<file path="config.mk">
export PLATFORM = sky130hd
export DESIGN_NAME = serial_port
export DESIGN_NICKNAME = d
export VERILOG_FILES = /design/src/serial_port_pkg.sv /design/src/serial_port.sv
export SDC_FILE = /design/constraint.sdc
export NUM_CORES = 1
export LEC_CHECK = 0
export BUFFER_PORTS_ARGS = -buffer_cell sky130_fd_sc_hd__buf_4
export CAP_MARGIN = 10
export CORE_ASPECT_RATIO = 1.75
export CORE_UTILIZATION = 45
export DETAILED_ROUTE_END_ITERATION = 16
export PLACE_DENSITY = 0.72
export SLEW_MARGIN = 25
export SYNTH_ARGS = -nofsm -noshare
export SYNTH_HDL_FRONTEND = slang
export SYNTH_SLANG_ARGS = --single-unit
export TNS_END_PERCENT = 30
</file>
<file path="constraint.sdc">
create_clock -name I_CLK_SYS -period 6.1 [get_ports I_CLK_SYS]
set_input_delay 0.915 -clock I_CLK_SYS [delete_from_list [all_inputs] [get_ports I_CLK_SYS]]
set_output_delay 0.915 -clock I_CLK_SYS [all_outputs]
set_load 0.005 [all_outputs]
</file>
<file path="src/serial_port_pkg.sv">
// constants, field positions and state encodings of the serial port
// assumes one 10 MHz system clock and a plain word-addressed register port
package serial_port_pkg;
  ////////////////////////////////////////////////////////////////////
  localparam logic [3:0] ADDR_TDR = 4'h0;
  localparam logic [3:0] ADDR_RDR = 4'h1;
  localparam logic [3:0] ADDR_CTRL = 4'h2;
  localparam logic [3:0] ADDR_PCR = 4'h3;
  localparam logic [3:0] ADDR_SRG1 = 4'h4;
  localparam logic [3:0] ADDR_SRG2 = 4'h5;
  localparam logic [3:0] ADDR_STAT = 4'h6;
  localparam logic [3:0] ADDR_TXMASK = 4'h7;
  localparam logic [3:0] ADDR_RXMASK = 4'h8;
  ////////////////////////////////////////////////////////////////////
  // serial_pin_control fields
  localparam int PCR_TX_GPIO_ENABLE = 13;
  localparam int PCR_RX_GPIO_ENABLE = 12;
  localparam int PCR_TX_FRAME_SYNC_MODE = 11;
  localparam int PCR_RX_FRAME_SYNC_MODE = 10;
  localparam int PCR_TX_CLOCK_MODE = 9;
  localparam int PCR_RX_CLOCK_MODE = 8;
  localparam int PCR_SAMPLE_CLOCK_EXT_SELECT = 7;
  localparam int PCR_SAMPLE_CLOCK_PIN_STATE = 6;
  localparam int PCR_TX_DATA_PIN_STATE = 5;
  localparam int PCR_RX_DATA_PIN_STATE = 4;
  localparam int PCR_TX_FRAME_SYNC_POLARITY = 3;
  localparam int PCR_RX_FRAME_SYNC_POLARITY = 2;
  localparam int PCR_TX_CLOCK_POLARITY = 1;
  localparam int PCR_RX_CLOCK_POLARITY = 0;
  localparam logic [15:0] PCR_WMASK = 16'h3FFF;
  localparam logic [15:0] PCR_RST = 16'h0000;
  ////////////////////////////////////////////////////////////////////
  // control register fields
  localparam int CTRL_W = 19;
  localparam int C_TX_EN = 0;
  localparam int C_RX_EN = 1;
  localparam int C_WLEN = 2;
  localparam int C_COMP = 5;
  localparam int C_ALAW = 6;
  localparam int C_MC = 7;
  localparam int C_CSTOP = 8;
  localparam int C_CSMASTER = 9;
  localparam int C_FDLY = 10;
  localparam int C_NWORDS = 12;
  localparam logic [CTRL_W-1:0] CTRL_RST = 19'h00000;
  // generator fields
  localparam int S_DIV = 0;
  localparam int S_FWID = 8;
  localparam int S_FPER = 0;
  localparam int S_EXT = 12;
  localparam int S_PINSEL = 13;
  // status fields
  localparam int ST_TXRDY = 0;
  localparam int ST_RXRDY = 1;
  localparam int ST_URUN = 2;
  localparam int ST_ORUN = 3;
  localparam int ST_RBRF = 4;
  ////////////////////////////////////////////////////////////////////
  localparam logic [2:0] WL_CODE_MAX = 3'h5;
  localparam logic [5:0] WORD_BITS [0:5] = '{6'h08, 6'h0C, 6'h10, 6'h14, 6'h18, 6'h20};
  localparam logic [5:0] WL_COMP = 6'h08;
  localparam logic [5:0] WL_FULL = 6'h20;
  localparam logic [15:0] MU_BIAS = 16'h0084;
  localparam logic [15:0] MU_CLIP = 16'h7F7B;
  localparam logic [7:0] ALAW_XOR = 8'h55;
  localparam logic [15:0] ALAW_SEG = 16'h0100;
  localparam logic [15:0] ALAW_CLIP = 16'h7FFF;
  typedef enum logic [1:0] {PH_IDLE = 2'b00, PH_DELAY = 2'b01, PH_SHIFT = 2'b11} phase_e;
endpackage : serial_port_pkg

</file>
<file path="src/serial_port.sv">
// multichannel serial port: data registers, shifters, clock and frame generator
// assumes pins already synchronous to I_CLK_SYS and a one-cycle register port
`timescale 1ns/100ps
`default_nettype none
module serial_port (
  // clock and reset
  input wire logic I_CLK_SYS,
  input wire logic I_RST_N,
  // register port
  input wire logic [3:0] I_ADDR,
  input wire logic [31:0] I_WDATA,
  input wire logic I_WR,
  input wire logic I_RD,
  output logic [31:0] O_RDATA,
  // transmit link
  input wire logic I_TX_CLK,
  output logic O_TX_CLK,
  output logic O_TX_CLK_OE,
  input wire logic I_TX_FS,
  output logic O_TX_FS,
  output logic O_TX_FS_OE,
  output logic O_TX_DATA,
  output logic O_TX_DATA_OE,
  // receive link
  input wire logic I_RX_CLK,
  output logic O_RX_CLK,
  output logic O_RX_CLK_OE,
  input wire logic I_RX_FS,
  output logic O_RX_FS,
  output logic O_RX_FS_OE,
  input wire logic I_RX_DATA,
  input wire logic I_SAMPLE_CLK,
  // transfer pacing events
  output logic O_TX_EVENT,
  output logic O_RX_EVENT
);
  import serial_port_pkg::*;
  typedef struct packed {
    logic [31:0] tdr, tsr, receive_buffer_reg, receive_shift_reg, rdr, rdata, txmask, rxmask;
    logic [15:0] serial_pin_control, srg1, srg2;
    logic [CTRL_W-1:0] ctrl;
    logic tdr_full, rbr_full, rdr_full, tx_urun, rx_orun;
    phase_e tx_ph, rx_ph;
    logic [1:0] tx_dly, rx_dly;
    logic [6:0] tx_slot, rx_slot;
    logic [4:0] tx_bit, rx_bit;
    logic tx_drv;
    logic [7:0] div_cnt;
    logic clkg, fsg;
    logic [11:0] fr_cnt;
    logic tclk_p, rclk_p, tfs_p, rfs_p, src_p;
    logic tx_clk_o, tx_clk_oe, tx_fs_o, tx_fs_oe;
    logic rx_clk_o, rx_clk_oe, rx_fs_o, rx_fs_oe;
    logic tx_d, tx_d_oe, tx_ev, rx_ev;
  } state_s;
  state_s s;
  state_s n;
  ////////////////////////////////////////////////////////////////////
  // companding, 16-bit linear against 8-bit codes
  function automatic logic [7:0] mu_enc(input logic [15:0] x);
    logic [15:0] m;
    logic [2:0] e;
    m = x[15] ? 16'(-x) : x;
    if (m > MU_CLIP) begin
      m = MU_CLIP;
    end
    m = 16'(m + MU_BIAS);
    e = 3'h0;
    for (int i = 1; i < 8; i++) begin
      if (m[i+7]) begin
        e = 3'(i);
      end
    end
    mu_enc = ~{x[15], e, 4'(m >> (5'(e) + 5'h03))};
  endfunction : mu_enc
  function automatic logic [15:0] mu_dec(input logic [7:0] c);
    logic [7:0] u;
    logic [15:0] t;
    u = ~c;
    t = 16'((16'({u[3:0], 3'h0}) + MU_BIAS) << u[6:4]);
    mu_dec = u[7] ? 16'(MU_BIAS - t) : 16'(t - MU_BIAS);
  endfunction : mu_dec
  function automatic logic [7:0] alaw_enc(input logic [15:0] x);
    logic [15:0] m;
    logic [11:0] v;
    logic [2:0] g;
    m = x[15] ? 16'(-x) : x;
    if (m[15]) begin
      m = ALAW_CLIP;
    end
    v = 12'(m >> 3);
    g = 3'h0;
    for (int i = 5; i < 12; i++) begin
      if (v[i]) begin
        g = 3'(i - 4);
      end
    end
    alaw_enc = {~x[15], g, 4'(v >> ((g == 3'h0) ? 3'h1 : g))} ^ ALAW_XOR;
  endfunction : alaw_enc
  function automatic logic [15:0] alaw_dec(input logic [7:0] c);
    logic [7:0] u;
    logic [15:0] t;
    u = c ^ ALAW_XOR;
    t = 16'({u[3:0], 4'h8});
    if (u[6:4] != 3'h0) begin
      t = 16'((t + ALAW_SEG) << (u[6:4] - 3'h1));
    end
    alaw_dec = u[7] ? t : 16'(-t);
  endfunction : alaw_dec
  ////////////////////////////////////////////////////////////////////
  // derived controls
  logic tx_en, rx_en, comp, alaw, cstop, csm, mcx, tx_gpio, rx_gpio;
  logic [2:0] wcode;
  logic [5:0] wl;
  logic [7:0] nw;
  logic [31:0] tx_al, rx_raw, rx_word;
  logic [15:0] rx_lin, pcr_rd;
  logic gate, clk_src, fs_int, tx_cint, tx_fint;
  logic tx_clk_lvl, tx_fs_lvl, rx_clk_lvl, rx_fs_lvl, src_lvl, src_tick;
  logic t_edge, r_edge, tx_start, rx_start, tgo, rgo, ten, ren;
  assign tx_en = s.ctrl[C_TX_EN];
  assign rx_en = s.ctrl[C_RX_EN];
  assign comp = s.ctrl[C_COMP];
  assign alaw = s.ctrl[C_ALAW];
  assign cstop = s.ctrl[C_CSTOP];
  assign csm = s.ctrl[C_CSMASTER];
  assign mcx = s.ctrl[C_MC] & ~cstop;
  assign wcode = s.ctrl[C_WLEN +: 3];
  assign wl = comp ? WL_COMP : (wcode > WL_CODE_MAX) ? WL_FULL : WORD_BITS[wcode];
  assign nw = mcx ? 8'({1'b0, s.ctrl[C_NWORDS +: 7]}) + 8'h01 : 8'h01;
  assign tx_gpio = s.serial_pin_control[PCR_TX_GPIO_ENABLE] & ~tx_en;
  assign rx_gpio = s.serial_pin_control[PCR_RX_GPIO_ENABLE] & ~rx_en;
  // compressed words sit in the low byte; aligned to bit 31 for shifting
  assign tx_al = (comp ? {24'h000000, alaw ? alaw_enc(s.tdr[15:0]) : mu_enc(s.tdr[15:0])}
                       : s.tdr) << (6'h20 - wl);
  assign rx_raw = {s.receive_shift_reg[30:0], I_RX_DATA} & (32'hFFFFFFFF >> (6'h20 - wl));
  assign rx_lin = alaw ? alaw_dec(rx_raw[7:0]) : mu_dec(rx_raw[7:0]);
  assign rx_word = comp ? {{16{rx_lin[15]}}, rx_lin} : rx_raw;
  // clock-stop master runs the clock only while a word is pending
  assign gate = ~cstop | s.tdr_full | (s.tx_ph != PH_IDLE);
  assign clk_src = gate & s.clkg;
  assign fs_int = cstop ? gate : s.fsg;
  assign tx_cint = cstop ? csm : s.serial_pin_control[PCR_TX_CLOCK_MODE];
  assign tx_fint = cstop ? csm : s.serial_pin_control[PCR_TX_FRAME_SYNC_MODE];
  assign tx_clk_lvl = tx_cint ? clk_src : I_TX_CLK ^ s.serial_pin_control[PCR_TX_CLOCK_POLARITY];
  assign tx_fs_lvl = tx_fint ? fs_int : I_TX_FS ^ s.serial_pin_control[PCR_TX_FRAME_SYNC_POLARITY];
  // in clock-stop the receiver follows the transmit clock and select
  assign rx_clk_lvl = cstop ? tx_clk_lvl : s.serial_pin_control[PCR_RX_CLOCK_MODE] ? s.clkg
                      : I_RX_CLK ^ s.serial_pin_control[PCR_RX_CLOCK_POLARITY];
  assign rx_fs_lvl = cstop ? tx_fs_lvl : s.serial_pin_control[PCR_RX_FRAME_SYNC_MODE] ? s.fsg
                     : I_RX_FS ^ s.serial_pin_control[PCR_RX_FRAME_SYNC_POLARITY];
  // transmit drives on rising, receive samples on falling edges
  assign t_edge = tx_clk_lvl & ~s.tclk_p;
  assign r_edge = ~rx_clk_lvl & s.rclk_p;
  assign tx_start = t_edge & tx_fs_lvl & ~s.tfs_p;
  assign rx_start = r_edge & rx_fs_lvl & ~s.rfs_p;
  assign src_lvl = ~s.serial_pin_control[PCR_SAMPLE_CLOCK_EXT_SELECT] ? I_SAMPLE_CLK
                   : s.srg2[S_PINSEL] ? I_TX_CLK : I_RX_CLK;
  assign src_tick = ~s.srg2[S_EXT] | (src_lvl & ~s.src_p);
  always_comb begin
    pcr_rd = s.serial_pin_control & PCR_WMASK;
    if (rx_gpio) begin
      pcr_rd[PCR_SAMPLE_CLOCK_PIN_STATE] = I_SAMPLE_CLK;
      pcr_rd[PCR_RX_DATA_PIN_STATE] = I_RX_DATA;
      if (!s.serial_pin_control[PCR_RX_CLOCK_MODE]) begin
        pcr_rd[PCR_RX_CLOCK_POLARITY] = I_RX_CLK;
      end
      if (!s.serial_pin_control[PCR_RX_FRAME_SYNC_MODE]) begin
        pcr_rd[PCR_RX_FRAME_SYNC_POLARITY] = I_RX_FS;
      end
    end
    if (tx_gpio) begin
      if (!s.serial_pin_control[PCR_TX_CLOCK_MODE]) begin
        pcr_rd[PCR_TX_CLOCK_POLARITY] = I_TX_CLK;
      end
      if (!s.serial_pin_control[PCR_TX_FRAME_SYNC_MODE]) begin
        pcr_rd[PCR_TX_FRAME_SYNC_POLARITY] = I_TX_FS;
      end
    end
  end
  ////////////////////////////////////////////////////////////////////
  always_comb begin
    n = s;
    tgo = 1'b0;
    rgo = 1'b0;
    ten = 1'b0;
    ren = 1'b0;
    n.tx_ev = 1'b0;
    n.rx_ev = 1'b0;
    n.rdata = 32'h00000000;
    // register reads
    if (I_RD) begin
      case (I_ADDR)
        ADDR_TDR: n.rdata = s.tdr;
        ADDR_RDR: begin
          n.rdata = s.rdr;
          n.rdr_full = 1'b0;
        end
        ADDR_CTRL: n.rdata = 32'(s.ctrl);
        ADDR_PCR: n.rdata = {16'h0000, pcr_rd};
        ADDR_SRG1: n.rdata = {16'h0000, s.srg1};
        ADDR_SRG2: n.rdata = {16'h0000, s.srg2};
        ADDR_STAT: n.rdata = {27'h0000000, s.rbr_full, s.rx_orun, s.tx_urun,
                              s.rdr_full, ~s.tdr_full};
        ADDR_TXMASK: n.rdata = s.txmask;
        ADDR_RXMASK: n.rdata = s.rxmask;
        default: n.rdata = 32'h00000000;
      endcase
    end
    // register writes; data register write comes last
    if (I_WR) begin
      case (I_ADDR)
        ADDR_CTRL: n.ctrl = I_WDATA[CTRL_W-1:0];
        ADDR_PCR: n.serial_pin_control = I_WDATA[15:0] & PCR_WMASK;
        ADDR_SRG1: n.srg1 = I_WDATA[15:0];
        ADDR_SRG2: n.srg2 = I_WDATA[15:0];
        ADDR_STAT: begin
          if (I_WDATA[ST_URUN]) begin
            n.tx_urun = 1'b0;
          end
          if (I_WDATA[ST_ORUN]) begin
            n.rx_orun = 1'b0;
          end
        end
        ADDR_TXMASK: n.txmask = I_WDATA;
        ADDR_RXMASK: n.rxmask = I_WDATA;
        default: n.ctrl = s.ctrl;
      endcase
    end
    //////////////////////////////////////////////////////////////////
    // sample rate generator; one half period is at least one cycle
    n.src_p = src_lvl;
    if (src_tick) begin
      if (s.div_cnt == s.srg1[S_DIV +: 8]) begin
        n.div_cnt = 8'h00;
        n.clkg = ~s.clkg;
        if (!s.clkg) begin
          n.fr_cnt = (s.fr_cnt == s.srg2[S_FPER +: 12]) ? 12'h000 : s.fr_cnt + 12'h001;
          n.fsg = n.fr_cnt < {4'h0, s.srg1[S_FWID +: 8]};
        end
      end else begin
        n.div_cnt = s.div_cnt + 8'h01;
      end
    end
    //////////////////////////////////////////////////////////////////
    // transmitter
    n.tclk_p = tx_clk_lvl;
    if (!tx_en) begin
      n.tx_ph = PH_IDLE;
      n.tdr_full = 1'b0;
      n.tx_urun = 1'b0;
    end else if (t_edge) begin
      n.tfs_p = tx_fs_lvl;
      if (tx_start) begin
        n.tx_slot = 7'h00;
        n.tx_bit = 5'h00;
        n.tx_dly = s.ctrl[C_FDLY +: 2];
        n.tx_ph = (n.tx_dly == 2'h0) ? PH_SHIFT : PH_DELAY;
        tgo = (n.tx_dly == 2'h0);
      end else if (s.tx_ph == PH_DELAY) begin
        n.tx_dly = s.tx_dly - 2'h1;
        tgo = (s.tx_dly == 2'h1);
      end else begin
        tgo = (s.tx_ph == PH_SHIFT);
      end
    end
    if (tgo) begin
      n.tx_ph = PH_SHIFT;
      if (n.tx_bit == 5'h00) begin
        ten = ~mcx | ((n.tx_slot[6:5] == 2'h0) & s.txmask[n.tx_slot[4:0]]);
        n.tx_drv = ten;
        n.tx_d = tx_al[31];
        n.tsr = {tx_al[30:0], 1'b0};
        if (ten) begin
          n.tdr_full = 1'b0;
          n.tx_urun = n.tx_urun | ~s.tdr_full;
          n.tx_ev = 1'b1;
        end
      end else begin
        n.tx_d = s.tsr[31];
        n.tsr = {s.tsr[30:0], 1'b0};
      end
      if (n.tx_bit == 5'(wl - 6'h01)) begin
        n.tx_bit = 5'h00;
        if ({1'b0, n.tx_slot} == nw - 8'h01) begin
          n.tx_ph = PH_IDLE;
        end else begin
          n.tx_slot = n.tx_slot + 7'h01;
        end
      end else begin
        n.tx_bit = n.tx_bit + 5'h01;
      end
    end
    //////////////////////////////////////////////////////////////////
    // receiver
    n.rclk_p = rx_clk_lvl;
    if (!rx_en) begin
      n.rx_ph = PH_IDLE;
      n.rbr_full = 1'b0;
      n.rdr_full = 1'b0;
      n.rx_orun = 1'b0;
    end else if (r_edge) begin
      n.rfs_p = rx_fs_lvl;
      if (rx_start) begin
        n.rx_slot = 7'h00;
        n.rx_bit = 5'h00;
        n.rx_dly = s.ctrl[C_FDLY +: 2];
        n.rx_ph = (n.rx_dly == 2'h0) ? PH_SHIFT : PH_DELAY;
        rgo = (n.rx_dly == 2'h0);
      end else if (s.rx_ph == PH_DELAY) begin
        n.rx_dly = s.rx_dly - 2'h1;
        rgo = (s.rx_dly == 2'h1);
      end else begin
        rgo = (s.rx_ph == PH_SHIFT);
      end
    end
    if (rgo) begin
      n.rx_ph = PH_SHIFT;
      n.receive_shift_reg = {s.receive_shift_reg[30:0], I_RX_DATA};
      if (n.rx_bit == 5'(wl - 6'h01)) begin
        ren = ~mcx | ((n.rx_slot[6:5] == 2'h0) & s.rxmask[n.rx_slot[4:0]]);
        if (ren) begin
          // a full buffer keeps its word; the new one is lost
          if (s.rbr_full) begin
            n.rx_orun = 1'b1;
          end else begin
            n.receive_buffer_reg = rx_word;
            n.rbr_full = 1'b1;
          end
        end
        n.rx_bit = 5'h00;
        if ({1'b0, n.rx_slot} == nw - 8'h01) begin
          n.rx_ph = PH_IDLE;
        end else begin
          n.rx_slot = n.rx_slot + 7'h01;
        end
      end else begin
        n.rx_bit = n.rx_bit + 5'h01;
      end
    end
    if (n.rbr_full && !n.rdr_full) begin
      n.rdr = n.receive_buffer_reg;
      n.rdr_full = 1'b1;
      n.rbr_full = 1'b0;
      n.rx_ev = 1'b1;
    end
    // a write in the load cycle is kept: the shifter took the old word
    if (I_WR && I_ADDR == ADDR_TDR) begin
      n.tdr = I_WDATA;
      n.tdr_full = tx_en;
    end
    //////////////////////////////////////////////////////////////////
    // pins; general-purpose mode drives the state bits instead
    n.tx_clk_o = tx_gpio ? s.serial_pin_control[PCR_TX_CLOCK_POLARITY]
                 : clk_src ^ s.serial_pin_control[PCR_TX_CLOCK_POLARITY];
    n.tx_clk_oe = tx_gpio ? s.serial_pin_control[PCR_TX_CLOCK_MODE] : tx_cint;
    n.tx_fs_o = tx_gpio ? s.serial_pin_control[PCR_TX_FRAME_SYNC_POLARITY]
                : fs_int ^ s.serial_pin_control[PCR_TX_FRAME_SYNC_POLARITY];
    n.tx_fs_oe = tx_gpio ? s.serial_pin_control[PCR_TX_FRAME_SYNC_MODE] : tx_fint;
    n.tx_d_oe = tx_gpio | (tx_en & n.tx_drv
                & ((n.tx_ph != PH_IDLE) | tgo | (s.tx_d_oe & ~t_edge)));
    if (tx_gpio) begin
      n.tx_d = s.serial_pin_control[PCR_TX_DATA_PIN_STATE];
    end
    n.rx_clk_o = rx_gpio ? s.serial_pin_control[PCR_RX_CLOCK_POLARITY]
                 : s.clkg ^ s.serial_pin_control[PCR_RX_CLOCK_POLARITY];
    n.rx_clk_oe = s.serial_pin_control[PCR_RX_CLOCK_MODE] & (rx_gpio | ~cstop);
    n.rx_fs_o = rx_gpio ? s.serial_pin_control[PCR_RX_FRAME_SYNC_POLARITY]
                : s.fsg ^ s.serial_pin_control[PCR_RX_FRAME_SYNC_POLARITY];
    n.rx_fs_oe = s.serial_pin_control[PCR_RX_FRAME_SYNC_MODE] & (rx_gpio | ~cstop);
  end
  always_ff @(posedge I_CLK_SYS) begin
    if (!I_RST_N) begin
      s <= '0;
      s.ctrl <= CTRL_RST;
      s.serial_pin_control <= PCR_RST;
    end else begin
      s <= n;
    end
  end
  ////////////////////////////////////////////////////////////////////
  assign O_RDATA = s.rdata;
  assign O_TX_CLK = s.tx_clk_o;
  assign O_TX_CLK_OE = s.tx_clk_oe;
  assign O_TX_FS = s.tx_fs_o;
  assign O_TX_FS_OE = s.tx_fs_oe;
  assign O_TX_DATA = s.tx_d;
  assign O_TX_DATA_OE = s.tx_d_oe;
  assign O_RX_CLK = s.rx_clk_o;
  assign O_RX_CLK_OE = s.rx_clk_oe;
  assign O_RX_FS = s.rx_fs_o;
  assign O_RX_FS_OE = s.rx_fs_oe;
  assign O_TX_EVENT = s.tx_ev;
  assign O_RX_EVENT = s.rx_ev;
endmodule : serial_port
`default_nettype wire

</file>
==> results of run 1 <==
==> sequential cells by signal, summed over array words and instances (netlist names) <==
register      count
alaw              1
O_RX_CLK_OE       1
O_TX_EVENT        1
O_RDATA          32
O_RX_EVENT        1
O_RX_CLK          1
pcr_rd            8
O_RX_FS           1
O_RX_FS_OE        1
rx_en             1
s               339
O_TX_DATA         1
O_TX_FS_OE        1
O_TX_DATA_OE      1
O_TX_CLK_OE       1
O_TX_CLK          1
cstop             1
csm               1
O_TX_FS           1
comp              1
==> routing by layer <==
layer  track usage  vias to the layer above  part of all wire
li1              -                    10500                 -
met1         0.352                    10800              0.33
met2         0.591                     1312              0.49
met3        0.0487                      434             0.077
met4         0.303                        0              0.10
met5             0                        -                 0
==> logic make-up (layout without fill, tap and decap cells) <==
group / Yosys count / in the layout / synth area share
adders and majority gates: 33 / 33 / 0.0184
AOI/OAI and AO/OA: 870 / 870 / 0.242
xor gates and xnor gates: 112 / 112 / 0.0446
muxes: 109 / 109 / 0.0523
buffers and inverters: 328 / 296 / 0.0620
DFF: 396 / 396 / 0.353
and+or+nand+nor: 1184 / 1184 / 0.227
==> final cells by class <==
cell class              instances  area share
clock buffers                  55      0.0443
flip-flops and latches        396       0.321
well taps                     654      0.0331
clock inverters                14     0.00846
repair buffers                162      0.0493
inverters                      65      0.0102
multi-input cells            2308       0.533
==> metrics by stage <==
| step | instance area [µm²] | cells | hold WS, ps | setup slack, ps | utilization |
|---|---|---|---|---|---|
| floorplan | 22400 | 3032 | 424 | 384 | - |
| CTS | 24700 | 3654 | 464 | 336 | 0.504 |
| finish | 24700 | 3654 | 463 | 331 | 0.504 |
| detailed placement | 23400 | 3585 | 450 | 430 | 0.477 |
| global placement | 23400 | 3585 | 446 | 530 | 0.477 |
| global route | 24700 | 3654 | 483 | 68.8 | 0.504 |
==> power by group through the flow <==
stage	clock [W]	combinational [W]	sequential [W]
5_1_grt	0.00264	0.000421	0.00264
2_1_floorplan	0	0.000238	0.00268
6_report	0.00252	0.000398	0.00264
3_3_place_gp	0	0.000383	0.00269
4_1_cts	0.00254	0.000387	0.00263
3_5_place_dp	0	0.000386	0.00269
==> cell usage after synthesis (all sizes together), types with 31 or more instances <==
library cell    n  share of area
nand2         595           0.10
dfxtp         396           0.35
a21oi         371          0.083
nor2          306          0.051
clkbuf        213          0.036
o21ai         161          0.036
mux2i          89          0.040
inv            62          0.010
nor3           60          0.013
xnor2          57          0.022
xor2           55          0.022
nand3          53          0.012
buf            50          0.015
a22oi          40          0.013
a31oi          37          0.010
ha             33          0.018
a211oi         31          0.011
==> placed cells by master (no fill, tap or decap), types with 15 or more instances in the layout <==
| master | count |
|---|---|
| nand4_1 | 23 |
| inv_1 | 61 |
| nand2_1 | 594 |
| nor3_1 | 59 |
| mux2_2 | 15 |
| a211oi_1 | 30 |
| nand3_1 | 52 |
| mux2i_1 | 89 |
| buf_4 | 162 |
| o22ai_1 | 17 |
| nand2b_1 | 22 |
| ha_1 | 33 |
| a31oi_1 | 37 |
| or3_1 | 16 |
| dfxtp_1 | 394 |
| nor2_1 | 304 |
| and3_1 | 17 |
| xnor2_1 | 57 |
| nor2b_1 | 18 |
| a222oi_1 | 24 |
| clkbuf_16 | 38 |
| xor2_1 | 54 |
| and2_1 | 19 |
| a22oi_1 | 40 |
| o211ai_1 | 21 |
| o21ai_0 | 152 |
| a21oi_1 | 370 |
==> worst min-delay path: cells and delay by family (launching register included) <==
family,cells,cell delay (ps)
AO/OA/AOI/OAI,1,50
AND/OR/NAND/NOR,1,50
flip-flops,1,310
==> repair_timing <==
action,in CTS,in global routing
resized for setup,0,2
endpoints found under the setup margin,0,4
endpoints found under the hold margin,0,0
==> worst min-delay path by stage <==
stage / endpoint / cells past startpoint / slack (ps)
6_report: s[110]$_SDFFE_PN0P_ / 2 / 460
5_1_grt: s[254]$_SDFFE_PN0P_ / 2 / 480
4_1_cts: s[110]$_SDFFE_PN0P_ / 2 / 460
3_5_place_dp: s[262]$_SDFFE_PN0P_ / 2 / 450
3_3_place_gp: s[110]$_SDFFE_PN0P_ / 2 / 450
2_1_floorplan: s[248]$_SDFFE_PN0P_ / 2 / 420
==> impl_metrics.env, run 1 <==
export IMPL_max_freq_ghz=0.173
export IMPL_rr_worst_depth=18
export IMPL_max_cap_violations=0
export IMPL_drive_gt1_frac=0.0943
export IMPL_synthesis_area_um2=22400
export IMPL_routed_wl_um=87200
export IMPL_multiInputGateArea_um2=13200
export IMPL_swShare=0.251
export IMPL_path_max_fanout=14
export IMPL_nets=3050
export IMPL_ys_ff_latch=396
export IMPL_synth_distinct_cells=93
export IMPL_path_delay_family="compound AO/OA/AOI/OAI gates"
export IMPL_status="finished clean"
export IMPL_drc=0
export IMPL_numCtsBuffers=38
export IMPL_reg2reg_slack_ps=330
export IMPL_leakagePower_nw=8.71
export IMPL_holdBufCountCts=0
export IMPL_synth_edf_count=0
export IMPL_syn_inst=3032
export IMPL_slew_headroom=0.294
export IMPL_fp_row_count=107
export IMPL_core_area_um2=49000
export IMPL_power_w=0.00556
export IMPL_worst_skew_pair_late_latency_ps=560
export IMPL_diodes=0
export IMPL_grt_antenna_before_repair=0
export IMPL_cts_sinks=396
export IMPL_viasPerCell=6.30
export IMPL_yosys_warnings=0
export IMPL_die_h_um=297
export IMPL_path_buf_inv=0
export IMPL_worstReg2RegEnd="s[364]$_SDFFE_PN0P_"
export IMPL_critPathKind="reg -> reg"
export IMPL_cts_tree="built"
export IMPL_p_per_area_nw_per_um2=225
export IMPL_min_period_ps=5770
export IMPL_die_w_um=171
export IMPL_combPwrFrac=0.072
export IMPL_io_buffers=89
export IMPL_clkTransAtPathRegs_ps=70
export IMPL_slew_viol_final=0
export IMPL_drtAntennaViolNets=0
export IMPL_register_area_um2=7930
export IMPL_start_util=0.458
export IMPL_vias=23000
export IMPL_area_growth_pct=10.1
export IMPL_htreeDepth=2
export IMPL_path_cells="or4_1, or4_1, nor4_2, o21a_1, nor2b_1, nor2_1, a21oi_1, ha_1, and2_1, a311o_1, a221o_1, a211o_1, and3_4, o211a_1, o21a_1, o31ai_2, a211oi_1, o31ai_1"
export IMPL_synth_seq_area_share=0.353
export IMPL_worstSetupStartpointType="flop"
export IMPL_grt_remaining_overflow=0
export IMPL_finalSetupViolCount=0
export IMPL_drt_iter0_markers=2371
export IMPL_hpwl_um=64100
export IMPL_wl_per_cell_um=23.9
export IMPL_cts_setup_buffers=0
export IMPL_ios=90
export IMPL_synthArstFlopShare=0
export IMPL_clk_path_buf_depth=3
export IMPL_grt_pass1_wl_um=131000
export IMPL_critical_path_depth=18
export IMPL_syn_avg_cell_area_um2=7.40
export IMPL_switchingPower_w=0.00139
export IMPL_die_area_um2=50800
export IMPL_place_congestion=1.03
export IMPL_worst_slew_pin_slew_ps=1050
export IMPL_pwr_share_clk=0.454
export IMPL_endpoint="s[364]$_SDFFE_PN0P_"
export IMPL_regToRegStartpoint="s[375]$_SDFFE_PN0P_"
export IMPL_critical_path_slowest_cell="or4_1"
export IMPL_finalCritPeriodShare=0.946
export IMPL_root_buffer="clkbuf_16"
export IMPL_cpPeakStageDelay_ps=700
export IMPL_first_global_vias=22100
export IMPL_finalSetupTns_ps=0
export IMPL_crit_arrival_ps=6220
export IMPL_synthFlopType="dfxtp_1"
export IMPL_drt_first_pass_iters=8
export IMPL_hp_class="reg -> reg"
export IMPL_rsz0062_at_grt="false"
export IMPL_critPathLaunch="s[375]$_SDFFE_PN0P_"
export IMPL_end_kind="flop"
export IMPL_pwr_share_seq=0.474
export IMPL_syn_nets=3111
export IMPL_ir_drop_mv=0.206
export IMPL_worstPathRequired_ps=6550
export IMPL_skew_ps=28.0
export IMPL_min_from="s[110]$_SDFFE_PN0P_"
export IMPL_fill_cells=4819
export IMPL_track_usage=0.340
export IMPL_hold_violations=0
export IMPL_internal_power_w=0.00416
export IMPL_grt_start_max_net_pins=133
No activity file was read; power rests on OpenSTA's default activity.
==> run 2: changes to the inputs <==
--- a/config.mk
+++ b/config.mk
@@ -10,7 +10,7 @@
 export CORE_ASPECT_RATIO = 1.75
 export CORE_UTILIZATION = 45
 export DETAILED_ROUTE_END_ITERATION = 16
-export PLACE_DENSITY = 0.72
+export PLACE_DENSITY = 0.73
 export SLEW_MARGIN = 25
 export SYNTH_ARGS = -nofsm -noshare
 export SYNTH_HDL_FRONTEND = slang
==> constraint.sdc (replaced) <==
create_clock -name I_CLK_SYS -period 6.1 [get_ports I_CLK_SYS]
set_input_delay 0.305 -clock I_CLK_SYS [delete_from_list [all_inputs] [get_ports I_CLK_SYS]]
set_output_delay 0.305 -clock I_CLK_SYS [all_outputs]
set_load 0.005 [all_outputs]
==> run 2 against run 1 <==
Effect of this change: final cell count increased by 0.14%; global-route usage increased by 0.067 points; power increased by 2.0%; non-clock buffer count increased by 4; wire length increased by 0.64%; core utilization increased by 0.27 points; worst setup slack got worse by 65 ps; first-iteration DRC count decreased by 6.6%; clock skew decreased by 10 ps; die area unchanged; largest cell class unchanged.
==> impl_metrics.env, run 2 (synthesis results as in run 1) <==
export IMPL_status="finished clean"
export IMPL_fp_row_count=107
export IMPL_rsz0062_at_grt="false"
export IMPL_die_h_um=297
export IMPL_vias=23100
export IMPL_final_cell_mix="595 x nand2_1, 395 x dfxtp_1, 369 x a21oi_1, 304 x nor2_1, 164 x buf_4"
export IMPL_top_usage_layer="met2"
export IMPL_reg2reg_slack_ps=270
export IMPL_grt_pass1_wl_um=132000
export IMPL_viasPerCell=6.31
export IMPL_clk_path_buf_depth=3
export IMPL_critPathKind="reg -> reg"
export IMPL_cts_sinks=396
export IMPL_worst_skew_pair_late_latency_ps=560
export IMPL_io_buffers=89
export IMPL_layout_commonest_cell="nand2_1"
export IMPL_end_kind="flop"
export IMPL_fill_cells=4837
export IMPL_cts_tree="built"
export IMPL_skew_ps=17.6
export IMPL_max_freq_ghz=0.171
export IMPL_largest_reg_flops=339
export IMPL_slew_headroom=0.252
export IMPL_finalSetupTns_ps=0
export IMPL_hold_violations=0
export IMPL_nets=3055
export IMPL_numCtsBuffers=39
export IMPL_drtAntennaViolNets=0
export IMPL_htreeDepth=2
export IMPL_drt_first_pass_iters=6
export IMPL_clkTransAtPathRegs_ps=70
export IMPL_top_register="s"
export IMPL_wl_per_cell_um=24.0
export IMPL_grt_util_met1=0.355
export IMPL_grt_start_max_net_pins=185
export IMPL_drive_gt1_frac=0.0968
export IMPL_finalCritPeriodShare=0.957
export IMPL_root_buffer="clkbuf_16"
export IMPL_drc=0
export IMPL_max_cap_violations=0
export IMPL_place_inst=3586
export IMPL_grtUsageMet2=0.587
export IMPL_grt_remaining_overflow=0
export IMPL_p_per_area_nw_per_um2=228
export IMPL_pre_cts_ws_ps=264
export IMPL_hpwl_um=63600
export IMPL_start_util=0.458
export IMPL_worst_slew_pin_slew_ps=1110
export IMPL_min_period_ps=5830
export IMPL_stdcell_count=3659
export IMPL_track_usage=0.341
export IMPL_ir_drop_mv=0.170
export IMPL_first_global_vias=22100
export IMPL_worstSetupStartpointType="flop"
export IMPL_ios=90
export IMPL_core_area_um2=49000
export IMPL_leakagePower_nw=8.78
export IMPL_whs_ps=15.1
export IMPL_routed_wl_um=87700
export IMPL_place_congestion=1.01
export IMPL_slew_viol_final=0
export IMPL_holdBufCountCts=0
export IMPL_die_area_um2=50800
export IMPL_setup_slack_ps=265
export IMPL_diodes=0
export IMPL_worstPathRequired_ps=6560
export IMPL_area_growth_pct=10.7
export IMPL_met3_usage=0.0604
export IMPL_power_w=0.00567
export IMPL_die_w_um=171
export IMPL_hp_class="in -> reg"
export IMPL_path_max_fanout=14
export IMPL_grt_antenna_before_repair=0
export IMPL_crit_arrival_ps=6290
export IMPL_finalSetupViolCount=0
export IMPL_drt_iter0_markers=2214
==> run 2: cell types whose count changed in the layout (fill, tap and decap cells not counted), moves of 2 or more <==
cell	before	now
clkbuf_1	9	5
clkinv_2	3	7
clkinv_4	0	3
buf_12	0	2
buf_4	162	164
bufinv_16	4	6
clkbuf_16	38	40
clkbuf_8	8	6
inv_6	3	1
==> run 2: area by class of cell <==
class	instances	area (µm²)	share of cell area
tap	654	818	0.0330
clock inverter	19	274	0.0110
clock buffer	51	1100	0.0444
multi-input combinational	2308	13200	0.531
sequential	396	7930	0.319
inverter	65	256	0.0103
timing repair buffer	166	1270	0.0512
==> run 2: path summary, 6_finish.rpt <==
check                       from             endpoint  cells after the start
max          s[373]$_SDFFE_PN0P_  s[363]$_SDFFE_PN0P_                     18
min                  I_WDATA[21]  s[197]$_SDFFE_PN0P_                      3
max reg2reg  s[373]$_SDFFE_PN0P_  s[363]$_SDFFE_PN0P_                     18
min reg2reg  s[110]$_SDFFE_PN0P_  s[110]$_SDFFE_PN0P_                      2
==> run 2: through the flow <==
| step | util | cell area [µm²] |
|---|---|---|
| after floorplan | - | 22400 |
| after global placement | 0.478 | 23400 |
| after detailed placement | 0.478 | 23400 |
| after CTS | 0.506 | 24800 |
| after global routing | 0.507 | 24800 |
| final | 0.507 | 24800 |
==> run 2: metal layers <==
metal / routed length (µm) / share of wire
met5: 0 / 0
met2: 42600 / 0.49
met4: 8550 / 0.097
met1: 29600 / 0.34
met3: 6970 / 0.079
==> run 2: critical path: stages, from the launching register on <==
cell	delay (ps)
dfxtp_1	530
or3_1	600
or4_1	560
nor4_2	370
o21a_1	300
nor2b_1	90
nor2_1	190
a21oi_1	80
ha_1	250
and2_1	190
a311o_2	460
a221o_1	290
a211o_1	370
and3_4	250
o21ai_0	350
o21ai_0	150
a21oi_1	320
o21ai_1	130
a311oi_1	280
==> run 2: timing repair <==
item	in CTS	in global routing
gates resized for setup	0	2
setup buffers	0	3
setup endpoints to repair	0	17
==> run 2: where the power goes <==
part           total [W]  switching [W]  internal (W)
clock network    0.00264        0.00110       0.00154
logic           0.000394       0.000271      0.000124
registers        0.00264      0.0000298       0.00261
total            0.00567        0.00140       0.00427
